File: src/hw/tgb_pkg.sv
/*
 * tgb_pkg: constants, default load images, enumerations and the buffer
 * entry record type of the timing board initialisation and serial loader.
 * Assumes a 250 MHz system clock; shared by the loader and its bench.
 */
package tgb_pkg;

   // clock and serial timing
   localparam int CLK_PERIOD_PS = 4000;
   localparam int SCK_HALF_NS = 50;
   localparam int SCK_HALF_CYC =
      (SCK_HALF_NS * 1000 + CLK_PERIOD_PS - 1) / CLK_PERIOD_PS;
   localparam int SCK_CNT_BITS = 4;

   // integration unit: one tick period of the external oscillator
   localparam int TICK_PERIOD_MS = 1;
   localparam int MULT_BITS = 8;
   localparam int INT_DEFAULT_TICKS = 10;

   // pixel divider: half period in clock cycles, 1 gives clk/2
   localparam int PIX_HALF_DEFAULT = 1;
   localparam int PIX_CNT_BITS = 8;

   // serial framing
   localparam int WORD_BITS = 16;
   localparam int BIT_CNT_BITS = 4;
   localparam int DLY_CHIPS = 10;
   localparam int BITS_PER_CHIP = 8;
   localparam int DLY_BITS = DLY_CHIPS * BITS_PER_CHIP;
   localparam int DLY_WORDS = DLY_BITS / WORD_BITS;
   localparam int AFE_REGS = 8;
   localparam int AFE_DATA_BITS = 12;
   localparam int AFE_ADDR_BITS = 3;
   localparam int IDX_BITS = 4;

   // chain image, first byte shifted sits at the top: data clock delay,
   // then sample and clamp delays, then horizontal clock delays
   localparam logic [DLY_BITS-1:0] DLY_DEFAULT =
      80'h20_18_18_30_30_10_10_28_28_00;
   // front end register images, register 0 in the low bits
   localparam logic [AFE_REGS*AFE_DATA_BITS-1:0] AFE1_DEFAULT =
      96'h000_000_000_000_010_080_100_001;
   localparam logic [AFE_REGS*AFE_DATA_BITS-1:0] AFE2_DEFAULT =
      96'h000_000_000_000_010_080_100_001;

   // two-entry buffer
   localparam int BUF_DEPTH = 2;

   typedef enum logic [1:0]
   {
      TGB_TGT_DELAY = 2'h0,
      TGB_TGT_AFE1 = 2'h1,
      TGB_TGT_AFE2 = 2'h2
   } tgb_target_t;

   typedef enum logic [2:0]
   {
      TGB_SEQ_START = 3'h0,
      TGB_SEQ_DELAY = 3'h1,
      TGB_SEQ_AFE1 = 3'h2,
      TGB_SEQ_AFE2 = 3'h3,
      TGB_SEQ_DRAIN = 3'h4,
      TGB_SEQ_RUN = 3'h5
   } tgb_seq_t;

   typedef struct packed
   {
      tgb_target_t target;
      logic first;
      logic last;
      logic [WORD_BITS-1:0] data;
   } tgb_entry_t;

endpackage

File: src/hw/tgb_loader.sv
/* tgb_loader: board initialisation, default serial loads of the delay
   chain and both front ends, pixel clock divider and integration timer.
   Assumes a free 250 MHz i_clk; inputs other than i_rst and i_ce are pins, synchronised
   here, and undriven control pins are pulled low on the board. */
// Contract
// - Reset or reset button reinitialises the whole board to defaults.
// - Initialisation loads default delays into all ten delay chips serially.
// - Initialisation writes default registers into both front ends serially.
// - Pixel timing divides the master clock, at most half its rate.
// - Each integration tick period is one unit of integration time.
// - Internal integration time is a whole multiple of tick periods.
// - Undriven control lines read zero and all-zero operation works.
// - Operation never needs external control inputs; they only adjust modes.
// - One shared clock and data line, three separate load strobes.
// - Only the selected target's strobe moves; others stay untouched.
// - Chain load shifts eight bits per chip, each byte MSB first.
// - Any chain change rewrites the whole chain in one load.
// - Chain byte order: data clock, sample-clamp, then horizontal delays.
`timescale 1ns/1ps
`default_nettype none

module tgb_loader
#(
   parameter int PIX_HALF_CYC = tgb_pkg::PIX_HALF_DEFAULT,
   parameter int INT_DEFAULT = tgb_pkg::INT_DEFAULT_TICKS
)
(
   // clock, reset, enable
   input wire logic i_clk,
   input wire logic i_rst,
   input wire logic i_ce,
   // pins from outside the clock domain
   input wire logic i_unit_integration_tick,
   input wire logic i_ext_integration,
   input wire logic i_ext_gate,
   input wire logic [tgb_pkg::MULT_BITS-1:0] i_int_mult,
   input wire logic i_reload,
   // serial interface
   output logic o_serial_shift_clock,
   output logic o_serial_shift_data,
   output logic o_delay_chain_load_strobe_n,
   output logic o_front_end_one_load_strobe_n,
   output logic o_front_end_two_load_strobe_n,
   // timing and status
   output logic o_pixel_clock,
   output logic o_integrating,
   output logic o_init_done
);
   typedef struct packed
   {
      // synchronisers: stage 1, stage 2, stage 3 for edges
      logic tick_s1, tick_s2, tick_s3;
      logic mode_s1, mode_s2;
      logic gate_s1, gate_s2;
      logic [tgb_pkg::MULT_BITS-1:0] mult_s1, mult_s2;
      logic rld_s1, rld_s2, rld_s3;
      // sequencer
      tgb_pkg::tgb_seq_t seq;
      logic [tgb_pkg::IDX_BITS-1:0] idx;
      // two-entry buffer
      tgb_pkg::tgb_entry_t [tgb_pkg::BUF_DEPTH-1:0] buf_mem;
      logic wp, rp;
      logic [1:0] cnt;
      // serialiser
      logic busy, closing, phase, last;
      logic [tgb_pkg::SCK_CNT_BITS-1:0] half_cnt;
      logic [tgb_pkg::BIT_CNT_BITS-1:0] bit_cnt;
      logic [tgb_pkg::WORD_BITS-1:0] sh;
      logic sck, sdat;
      logic [2:0] strb_n;
      // run-time timing
      logic [tgb_pkg::PIX_CNT_BITS-1:0] pix_cnt;
      logic pix;
      logic integ;
      logic [tgb_pkg::MULT_BITS-1:0] int_cnt;
      logic done;
   } tgb_state_t;
   tgb_state_t s_q, s_d;
   // strobe bit of a target, used when opening a frame
   function automatic logic [2:0] tgb_sel(input tgb_pkg::tgb_target_t t);
      return 3'h1 << t;
   endfunction
   // build the next state record
   always_comb
   begin
      tgb_pkg::tgb_entry_t w;
      logic push, pop, full, empty, tick_edge, rld_edge;
      logic [tgb_pkg::MULT_BITS-1:0] limit;
      s_d = s_q;
      w = '0;
      limit = (s_q.mult_s2 == '0) ? // zero selects default
         tgb_pkg::MULT_BITS'(INT_DEFAULT) : s_q.mult_s2;
      push = 1'b0;
      full = (s_q.cnt == 2'(tgb_pkg::BUF_DEPTH));
      empty = (s_q.cnt == 2'h0);
      pop = !empty && !s_q.busy && !s_q.closing;
      tick_edge = s_q.tick_s2 && !s_q.tick_s3;
      rld_edge = s_q.rld_s2 && !s_q.rld_s3;
      // two flops on every pin; pulled-low pins read zero
      s_d.tick_s1 = i_unit_integration_tick;
      s_d.tick_s2 = s_q.tick_s1;
      s_d.tick_s3 = s_q.tick_s2;
      s_d.mode_s1 = i_ext_integration;
      s_d.mode_s2 = s_q.mode_s1;
      s_d.gate_s1 = i_ext_gate;
      s_d.gate_s2 = s_q.gate_s1;
      s_d.mult_s1 = i_int_mult;
      s_d.mult_s2 = s_q.mult_s1;
      s_d.rld_s1 = i_reload;
      s_d.rld_s2 = s_q.rld_s1;
      s_d.rld_s3 = s_q.rld_s2;
      // default load sequencer, stalled by a full buffer
      case (s_q.seq)
         tgb_pkg::TGB_SEQ_START:
         begin
            s_d.idx = '0;
            s_d.seq = tgb_pkg::TGB_SEQ_DELAY;
         end
         tgb_pkg::TGB_SEQ_DELAY:
         begin
            // whole chain as one frame, top byte first, MSB first
            w.target = tgb_pkg::TGB_TGT_DELAY;
            w.first = (s_q.idx == '0);
            w.last = (s_q.idx == tgb_pkg::IDX_BITS'(tgb_pkg::DLY_WORDS - 1));
            w.data = tgb_pkg::DLY_DEFAULT[tgb_pkg::DLY_BITS - 1 -
               tgb_pkg::WORD_BITS * int'(s_q.idx) -: tgb_pkg::WORD_BITS];
            push = !full;
            if (push && w.last)
            begin
               s_d.idx = '0;
               s_d.seq = tgb_pkg::TGB_SEQ_AFE1;
            end
            else if (push)
               s_d.idx = s_q.idx + 1'b1;
         end
         tgb_pkg::TGB_SEQ_AFE1, tgb_pkg::TGB_SEQ_AFE2: // frame per register
         begin
            w.target = (s_q.seq == tgb_pkg::TGB_SEQ_AFE1) ?
               tgb_pkg::TGB_TGT_AFE1 : tgb_pkg::TGB_TGT_AFE2;
            w.first = 1'b1;
            w.last = 1'b1;
            w.data = {s_q.idx[tgb_pkg::AFE_ADDR_BITS-1:0], 1'b0,
               (s_q.seq == tgb_pkg::TGB_SEQ_AFE1) ?
               tgb_pkg::AFE1_DEFAULT[tgb_pkg::AFE_DATA_BITS * int'(s_q.idx)
                  +: tgb_pkg::AFE_DATA_BITS] :
               tgb_pkg::AFE2_DEFAULT[tgb_pkg::AFE_DATA_BITS * int'(s_q.idx)
                  +: tgb_pkg::AFE_DATA_BITS]};
            push = !full;
            if (push && s_q.idx ==
               tgb_pkg::IDX_BITS'(tgb_pkg::AFE_REGS - 1))
            begin
               s_d.idx = '0;
               s_d.seq = (s_q.seq == tgb_pkg::TGB_SEQ_AFE1) ?
                  tgb_pkg::TGB_SEQ_AFE2 : tgb_pkg::TGB_SEQ_DRAIN;
            end
            else if (push)
               s_d.idx = s_q.idx + 1'b1;
         end
         tgb_pkg::TGB_SEQ_DRAIN:
         begin
            if (empty && !s_q.busy && !s_q.closing && !pop)
            begin
               s_d.seq = tgb_pkg::TGB_SEQ_RUN;
               s_d.done = 1'b1;
            end
         end
         tgb_pkg::TGB_SEQ_RUN:
         begin
            if (rld_edge) // full rewrite, chain included
            begin
               s_d.seq = tgb_pkg::TGB_SEQ_START;
               s_d.done = 1'b0;
            end
         end
         default:
            s_d.seq = tgb_pkg::TGB_SEQ_START;
      endcase
      // buffer bookkeeping; a full buffer stalls the sequencer
      if (push)
      begin
         s_d.buf_mem[s_q.wp] = w;
         s_d.wp = ~s_q.wp;
      end
      if (pop)
         s_d.rp = ~s_q.rp;
      s_d.cnt = s_q.cnt + 2'(push) - 2'(pop);
      // serialiser: data set while clock low, taken on the rising edge
      if (pop)
      begin
         s_d.sh = s_q.buf_mem[s_q.rp].data;
         s_d.sdat = s_q.buf_mem[s_q.rp].data[tgb_pkg::WORD_BITS-1];
         s_d.last = s_q.buf_mem[s_q.rp].last;
         s_d.bit_cnt = tgb_pkg::BIT_CNT_BITS'(tgb_pkg::WORD_BITS - 1);
         s_d.half_cnt = '0;
         s_d.phase = 1'b0;
         s_d.busy = 1'b1;
         if (s_q.buf_mem[s_q.rp].first)
            s_d.strb_n = ~tgb_sel(s_q.buf_mem[s_q.rp].target);
      end
      else if (s_q.busy || s_q.closing)
      begin
         if (s_q.half_cnt ==
            tgb_pkg::SCK_CNT_BITS'(tgb_pkg::SCK_HALF_CYC - 1))
         begin
            s_d.half_cnt = '0;
            if (s_q.closing)
            begin
               s_d.closing = 1'b0;
               s_d.strb_n = 3'h7; // half a bit after the last fall
            end
            else if (!s_q.phase)
            begin
               s_d.sck = 1'b1;
               s_d.phase = 1'b1;
            end
            else
            begin
               s_d.sck = 1'b0;
               s_d.phase = 1'b0;
               if (s_q.bit_cnt == '0)
               begin
                  s_d.busy = 1'b0;
                  s_d.closing = s_q.last;
               end
               else
               begin
                  s_d.sh = {s_q.sh[tgb_pkg::WORD_BITS-2:0], 1'b0};
                  s_d.sdat = s_q.sh[tgb_pkg::WORD_BITS-2];
                  s_d.bit_cnt = s_q.bit_cnt - 1'b1;
               end
            end
         end
         else
            s_d.half_cnt = s_q.half_cnt + 1'b1;
      end
      // pixel clock: toggles every PIX_HALF_CYC cycles, so <= clk/2
      if (s_q.seq == tgb_pkg::TGB_SEQ_RUN)
      begin
         if (s_q.pix_cnt == tgb_pkg::PIX_CNT_BITS'(PIX_HALF_CYC - 1))
         begin
            s_d.pix_cnt = '0;
            s_d.pix = ~s_q.pix;
         end
         else
            s_d.pix_cnt = s_q.pix_cnt + 1'b1;
      end
      else
      begin
         s_d.pix_cnt = '0;
         s_d.pix = 1'b0;
      end
      // integration: whole tick periods in internal mode, held off outside run
      if (s_q.seq != tgb_pkg::TGB_SEQ_RUN)
      begin
         s_d.integ = 1'b0;
         s_d.int_cnt = '0;
      end
      else if (s_q.mode_s2)
         s_d.integ = s_q.gate_s2; // external mode follows the gate line
      else if (tick_edge) // one tick is one unit
      begin
         if (!s_q.integ) // limit ticks high, one tick low
         begin
            s_d.integ = 1'b1;
            s_d.int_cnt = '0;
         end
         else if (s_q.int_cnt == limit - 1'b1)
            s_d.integ = 1'b0;
         else
            s_d.int_cnt = s_q.int_cnt + 1'b1;
      end
   end
   // one register for all state; reset restarts the whole load
   always_ff @(posedge i_clk)
   begin
      if (i_rst)
      begin
         s_q <= '0;
         s_q.seq <= tgb_pkg::TGB_SEQ_START;
         s_q.strb_n <= 3'h7;
      end
      else if (i_ce)
         s_q <= s_d;
   end
   // outputs straight from the state register
   assign o_serial_shift_clock = s_q.sck;
   assign o_serial_shift_data = s_q.sdat;
   assign o_delay_chain_load_strobe_n = s_q.strb_n[tgb_pkg::TGB_TGT_DELAY];
   assign o_front_end_one_load_strobe_n = s_q.strb_n[tgb_pkg::TGB_TGT_AFE1];
   assign o_front_end_two_load_strobe_n = s_q.strb_n[tgb_pkg::TGB_TGT_AFE2];
   assign o_pixel_clock = s_q.pix;
   assign o_integrating = s_q.integ;
   assign o_init_done = s_q.done;
endmodule
`default_nettype wire

File: config.mk
export PLATFORM = sky130hd
export DESIGN_NAME = tgb_loader
export DESIGN_NICKNAME = d
export VERILOG_FILES = /design/src/hw/tgb_pkg.sv /design/src/hw/tgb_loader.sv
export SDC_FILE = /design/constraint.sdc
export NUM_CORES = 1
export LEC_CHECK = 0
export ABC_CLOCK_PERIOD_IN_PS = 2940
export BUFFER_PORTS_ARGS = -buffer_cell sky130_fd_sc_hd__buf_2
export CAP_MARGIN = 15
export CORE_ASPECT_RATIO = 0.6
export CORE_MARGIN = 2
export CORE_UTILIZATION = 48
export DETAILED_ROUTE_END_ITERATION = 12
export PLACE_DENSITY = 0.72
export SYNTH_ARGS = -nofsm -noshare
export SYNTH_HDL_FRONTEND = slang
export SYNTH_SLANG_ARGS = --single-unit
File: constraint.sdc
create_clock -name i_clk -period 2.94 [get_ports i_clk]
set_input_delay 0.441 -clock i_clk [delete_from_list [all_inputs] [get_ports i_clk]]
set_output_delay 0.441 -clock i_clk [all_outputs]
set_load 0.02 [all_outputs]
==> key figures, run 1 <==
Critical path
  – Buf/Inv on CP: 1
  – Slowest-stage cell, CP: a2111oi_2
  – Worst Path Arrival: 3.11 ns
  – Worst Path Required: 3.24 ns
  – Worst Setup End Kind: register
  – Cell Chain, Critical Path: nor4_4 -> a21oi_1 -> ha_1 -> nor3b_2 -> xor2_1 -> mux2_2 -> o21ai_1 -> a2111oi_2 -> buf_4 -> nor2_1 -> a211oi_1
  – Cell class contributing the biggest share of worst-path delay: compound AO/OA/AOI/OAI gates
  – Crit-path max cell delay: 0.41 ns
  – CP max FO: 6
  – Critical Path Source Type: register
  – Flop2flop setup slack: 0.13 ns
  – WS Path Type: reg2reg

STA
  – Worst Max-Slew Pin Slew: 0.7782 ns
  – Worst slew margin: 0.4801
  – Max Clock Skew: 0.01131 ns
  – F_max: 355.4 MHz
  – Period utilisation layout: 0.9571
  – Min cycle time layout: 2.814 ns
  – RSZ-0062 raised after global routing: no
  – Setup Viol. Count Final: 0
  – Final hold vios: 0
  – Slew Limit Fails: 0
  – Setup TNS: 0 ns

Outcome
  – Status: finished clean

Global route
  – First-pass GRT wire length: 21020 um
  – Vias in the first global route: 4395
  – GRT overflow: 0
  – GRT Total Usage: 0.2104
  – Largest net degree at the start of global routing: 46
  – Initial antenna violation count: 0

Die
  – Die Ht: 87.64 um
  – Initial Util: 0.4937
  – Ports: 23
  – Die width: 143.4 um
  – # rows: 30
  – Die Area: 12570 um^2
  – CORE AREA: 11340 um^2

Drt
  – Post-route ant nets: 0
  – Vias: 4625
  – Drt total wl: 12750 um
  – Drt pass-1 iters: 5
  – Wirelength per Cell: 15.13 um
  – Post-DR vias/cell: 5.486
  – DR iter-0 viols: 389
  – Drc violations: 0

Clock network
  – Post-CTS Resized: 0
  – CTS Buffer Depth: 2
  – CTS clk-pin slew, worst paths: 0.05 ns
  – TritonCTS Buffers: 17
  – Setup bufs post-CTS: 0
  – H-tree depth: 4
  – Root Driver: clkbuf_16
  – CTS tree: done
  – Clock Sinks: 118
  – Clk_lat worst skew: 0.41 ns
  – Hold Buf Count CTS: 0

Min path
  – Worst hold path class: in2reg

Synth
  – Number of library cell types mapped by synthesis: 63
  – Predominant post-synthesis flop cell: dfxtp_1
  – Synth area leaders: dfxtp_1 (42%), nor2_1 (7.2%), mux2i_1 (6.6%), a21oi_1 (4.7%), nand2_1 (3.6%)
  – Most frequent cells after synthesis: dfxtp_1 (118), nor2_1 (108), nand2_1 (54)
  – Register area share after synthesis: 0.4221
  – Async SR Flop Fraction: 0
  – EDFF count, synth: 0
  – Average cell area after synthesis: 8.571 um^2
  – Synth Net Count: 684
  – Yosys reg bits: 118
  – Post-synth top area share: 0.4221
  – Most numerous cell in the Yosys netlist: dfxtp_1
  – Cell area after synthesis: 5597 um^2
  – Synthesis warning total: 0
  – Area leader, netlist: dfxtp_1
  – Cells after Synth: 653

Final layout
  – Post-route insts no fill: 843
  – Fill cell count: 989
  – Reg area: 2365 um^2
  – Ant. Diodes: 0
  – Final #Nets: 702
  – Share of layout cells above drive strength 1: 0.1435
  – Area of the multi-input gates: 3024 um^2
  – Area Growth Syn to Fin: 15.47%

Power and ir drop
  – Sw Ratio: 0.2971
  – LEAKAGE: 2.549 nW
  – Switching power: 0.001462 W
  – Clock share of power: 0.413
  – Gate power share: 0.214
  – Cell Pwr Density: 761.5 nW/um^2
  – Sequential group share of total power: 0.373
  – Cell internal pwr: 0.003459 W
  – Worst vdd ir: 0.5071 mV

Placed design
  – Placed cells: 812
  – Dpl hpwl: 8778 um
  – I/O Buffers: 22
  – Routability Congestion: 0.8622

Run
  – Maxcap violations: 0
## worst reg2reg max path, delay by kind of cell (launching register included)
family	cells	cell delay, ns
buffers and inverters	1	0.21
adder cells (fa/ha/maj)	1	0.22
AND/OR/NAND/NOR	3	0.57
flip-flops	1	0.35
XOR/XNOR	1	0.17
AO/OA/AOI/OAI	4	0.91
multiplexers	1	0.27
## area by class of cell
| class | count | area share |
|---|---|---|
| tap | 160 | 0.03098 |
| clock inverter | 9 | 0.01549 |
| inverter | 17 | 0.009874 |
| timing repair buffer | 37 | 0.03485 |
| multi-input combinational | 480 | 0.4680 |
| sequential | 118 | 0.3659 |
| clock buffer | 22 | 0.07493 |
## final timing paths
check | startpoint | end | cells after the start
worst min register to register | s_q[25] | s_q[25] | 2
worst max register to register | s_q[113] | s_q[1] | 11
worst max-delay path | s_q[113] | s_q[1] | 11
worst min-delay path | i_int_mult[3] | s_d[109] | 3
## per-layer routing
layer	global-route usage	wire length (um)	share of wire
met5	0	0	0
met4	0.07398	82	0.0064
met3	0.05085	564	0.044
met2	0.3260	5591	0.44
met1	0.2893	6513	0.51
## placed cells by master, fill, tap and decap left out, drive strengths merged, types with 3 or more instances in the layout
cell    instances
o211ai          4
nand3          20
nor3b           7
nor3           23
or2             3
nor2          108
or4             3
nand2b          5
ha             16
xor2           13
buf            37
a221oi         10
a31oi           3
dfxtp         118
clkbuf         22
clkinv          6
a22oi           3
nand4           7
a21boi          3
a32o            3
o21ai          20
and3            5
nor4            4
or3             5
a211oi         13
xnor2          12
inv            16
and2            4
nor2b           8
mux2i          37
nand2          54
mux2           12
a21oi          52
## through the flow
step                      utilization  cell area (um^2)  total power (W)  setup WS, ns  hold slack, ns
after floorplan                     -              5597         0.002627        0.2255          0.4320
after global placement         0.5157              5846         0.002844        0.1769          0.4402
after detailed placement       0.5157              5846         0.002892       0.05988          0.4468
after CTS                      0.5672              6430         0.004918      0.006924          0.2664
after global routing           0.5701              6462         0.005159       0.01026          0.2733
final                          0.5701              6462         0.004921        0.1260          0.2781
## logic make-up after synthesis
kind of cell,share of synthesized area
AO/OA/AOI/OAI,0.1538
XOR/XNOR,0.03912
adder cells (fa/ha/maj),0.03577
buffers and inverters,0.04292
flip-flops,0.4221
multiplexers,0.09032
AND/OR/NAND/NOR,0.2160
## power by group through the flow
stage                     Combinational, W  Clock, W  Sequential (W)
after detailed placement           0.00103         0         0.00186
final                              0.00105   0.00203         0.00184
after floorplan                   0.000787         0         0.00184
after global routing               0.00117   0.00214         0.00186
after CTS                          0.00104   0.00204         0.00183
after global placement            0.000986         0         0.00186
## flip-flops by register name, summed over array words and instances, names as in the netlist
register,count
o_front_end_one_load_strobe_n,1
s_d,14
o_pixel_clock,1
o_serial_shift_clock,1
o_integrating,1
o_init_done,1
o_front_end_two_load_strobe_n,1
o_serial_shift_data,1
o_delay_chain_load_strobe_n,1
s_q,96
(Power assumes the default switching activity.)
==> run 2, diff against run 1 <==
--- a/config.mk
+++ b/config.mk
@@ -9,10 +9,10 @@
 export BUFFER_PORTS_ARGS = -buffer_cell sky130_fd_sc_hd__buf_2
 export CAP_MARGIN = 15
 export CORE_ASPECT_RATIO = 0.6
-export CORE_MARGIN = 2
 export CORE_UTILIZATION = 48
 export DETAILED_ROUTE_END_ITERATION = 12
 export PLACE_DENSITY = 0.72
+export RECOVER_POWER = 50
 export SYNTH_ARGS = -nofsm -noshare
 export SYNTH_HDL_FRONTEND = slang
 export SYNTH_SLANG_ARGS = --single-unit
==> run 2 against run 1 <==
Sequential share of layout area rose by 0.29 points. Worst hold slack got worse by 0.021 ns. Setup slack better by 0.032 ns. Sequential power about the same. Fmax rose by 1.1%. First-iteration DRC count rose by 15%. Utilization shrank 0.51 points.
==> key figures, run 2 (synthesized netlist as in run 1, its figures left out) <==
STA
  – RSZ-0062 raised after global routing: no
  – Period utilisation layout: 0.9463 (-0.01087)
  – F_max: 359.5 MHz (+1.1%)
  – Slew Limit Fails: 0 (unchanged)
  – Worst Max-Slew Pin Slew: 1.351 ns (+0.5726 ns)
  – Setup TNS: 0 ns (unchanged)
  – Final worst slack: 0.1580 ns (+0.03195 ns)
  – Final hold vios: 0 (unchanged)
  – Min cycle time layout: 2.782 ns (-0.03194 ns)
  – Max Clock Skew: 0.008623 ns (-0.002687 ns)
  – Setup Viol. Count Final: 0 (unchanged)
  – Worst slew margin: 0.09942 (-0.3807)

Global route
  – Initial antenna violation count: 0 (unchanged)
  – Largest net degree at the start of global routing: 64 (+39%)
  – Vias in the first global route: 4495 (+2.3%)
  – GRT Total Usage: 0.2197 (+0.009253)
  – GRT overflow: 0 (unchanged)
  – Busiest layer in global routing: met2
  – First-pass GRT wire length: 21280 um (+1.2%)
  – Met2 Use GR: 0.3330 (+0.007059)
  – GR Util met3: 0.03685 (-0.01400)
  – Grt met1 use: 0.3137 (+0.02446)

Critical path
  – Cell Chain, Critical Path: nor4_1 -> a21oi_1 -> ha_1 -> nor3b_2 -> o211a_1 -> or3_4 -> a211oi_4 -> a2111oi_2 -> buf_4 -> a32o_1
  – Worst R2R End: s_q[6]
  – Slowest-stage cell, CP: nor4_1
  – Worst Setup End Kind: register
  – CP Launch Point: s_q[106]
  – Crit-path max cell delay: 0.40 ns (about the same)
  – CP max FO: 6 (unchanged)
  – Cell class contributing the biggest share of worst-path delay: compound AO/OA/AOI/OAI gates
  – Worst Path Arrival: 3.09 ns (-0.02 ns)
  – Worst setup path end: s_q[6]
  – Critical Path Source Type: register
  – Flop2flop setup slack: 0.16 ns (+0.03 ns)
  – Buf/Inv on CP: 1 (unchanged)
  – WS Path Type: reg2reg
  – CP Depth: 10 (-1)
  – Origin of the critical flop-to-flop path: s_q[106]
  – Worst Path Required: 3.24 ns (about the same)
  – R2R depth: 10 (-1)

Final layout
  – Area Growth Syn to Fin: 14.44%
  – Commonest non-fill, non-tap cell in the layout: dfxtp_1
  – Ant. Diodes: 0 (unchanged)
  – Share of layout cells above drive strength 1: 0.1217 (-0.02178)
  – Largest register FFs: 96 (unchanged)
  – Final #Nets: 700 (-0.28%)
  – Most frequent cells in the layout: dfxtp_1 (118), nor2_1 (108), nand2_1 (54)
  – Largest Register: s_q

Die
  – CORE AREA: 11340 um^2 (unchanged)
  – Die width: 141.4 um (-1.4%)
  – Die Area: 12110 um^2 (-3.6%)
  – Initial Util: 0.4937 (unchanged)
  – Ports: 23 (unchanged)
  – # rows: 30 (unchanged)
  – Die Ht: 85.64 um (-2.3%)

Clock network
  – CTS tree: done
  – Clk_lat worst skew: 0.42 ns (about the same)
  – Root Driver: clkbuf_16
  – CTS clk-pin slew, worst paths: 0.06 ns (about the same)
  – H-tree depth: 4 (unchanged)
  – TritonCTS Buffers: 17 (unchanged)
  – Clock Sinks: 118 (unchanged)
  – CTS Buffer Depth: 2 (unchanged)

Power and ir drop
  – LEAKAGE: 2.481 nW (-2.7%)
  – Worst vdd ir: 0.4019 mV (-21%)
  – Cell Pwr Density: 763.3 nW/um^2 (+0.23%)

Placed design
  – Routability Congestion: 0.8542 (-0.93%)
  – I/O Buffers: 22 (unchanged)
  – Dpl hpwl: 8635 um (-1.6%)
  – Setup WS pre-CTS: 0.09109 ns (+0.03121 ns)

Drt
  – Post-route ant nets: 0 (unchanged)
  – Wirelength per Cell: 15.01 um (-0.80%)
  – DR iter-0 viols: 449 (+15%)
  – Drc violations: 0 (unchanged)
  – Drt pass-1 iters: 5 (unchanged)
  – Vias: 4741 (+2.5%)
  – Post-DR vias/cell: 5.631 (+2.6%)
  – Drt total wl: 12640 um (-0.92%)

Min path
  – Worst hold path class: in2reg

Run
  – Maxcap violations: 0 (unchanged)

Outcome
  – Status: finished clean
==> run 2: cell count changes in the layout (fill, tap and decap cells not counted), sizes merged <==
| cell | change |
|---|---|
| inv | +10 |
| bufinv | -1 |
| clkbuf | +7 |
| buf | -14 |
| clkinv | -3 |
==> run 2: how the worst min path moves through the flow <==
stage	from	end	slack, ns	depth (start not counted)
6_report	i_int_mult[5]	s_d[111]	0.26	3
5_1_grt	i_unit_integration_tick	s_d[127]	0.27	3
4_1_cts	i_int_mult[2]	s_d[108]	0.26	3
3_5_place_dp	s_q[71]	s_q[71]	0.45	2
3_3_place_gp	s_q[91]	s_q[91]	0.44	2
2_1_floorplan	s_q[26]	s_q[26]	0.43	2
==> run 2: power breakdown <==
part,switching (W),internal (W)
clock network,0.000832,0.00120
registers,0.000132,0.00173
logic,0.000614,0.000381
==> run 2: what timing repair did <==
item,4_1_cts,5_1_grt
buffers inserted,0,0
hold buffers,0,0
endpoints found under the setup margin,0,9
resized for setup,0,1
==> run 2: layout make-up <==
cell class,count,area (um^2)
fillers,1001,4931
multi-input cells,480,3000
flip-flops and latches,118,2362
clock buffers,17,425.4
well taps,160,200.2
repair buffers,35,197.7
clock inverters,15,155.1
inverters,17,63.81
==> run 2: routing by layer <==
| metal | vias to the layer above | share of wire |
|---|---|---|
| li1 | 2340 | - |
| met1 | 2250 | 0.51 |
| met2 | 128 | 0.44 |
| met3 | 23 | 0.041 |
| met4 | 0 | 0.012 |
| met5 | - | 0 |
==> run 2: worst min-delay path, cell delays in order <==
cell,delay [ns]
buf_2,0.07
mux2i_1,0.05
nor2_1,0.07
==> run 2: stage by stage <==
stage / total power, W / hold WS (ns) / instances / util / cell area [um^2]
3_3_place_gp: 0.002843 / 0.4407 / 810 / 0.5155 / 5843
3_5_place_dp: 0.002891 / 0.4472 / 810 / 0.5155 / 5843
2_1_floorplan: 0.002627 / 0.4320 / 653 / - / 5597
6_report: 0.004889 / 0.2576 / 842 / 0.5650 / 6405
5_1_grt: 0.005137 / 0.2739 / 842 / 0.5650 / 6405
4_1_cts: 0.004915 / 0.2563 / 842 / 0.5667 / 6424
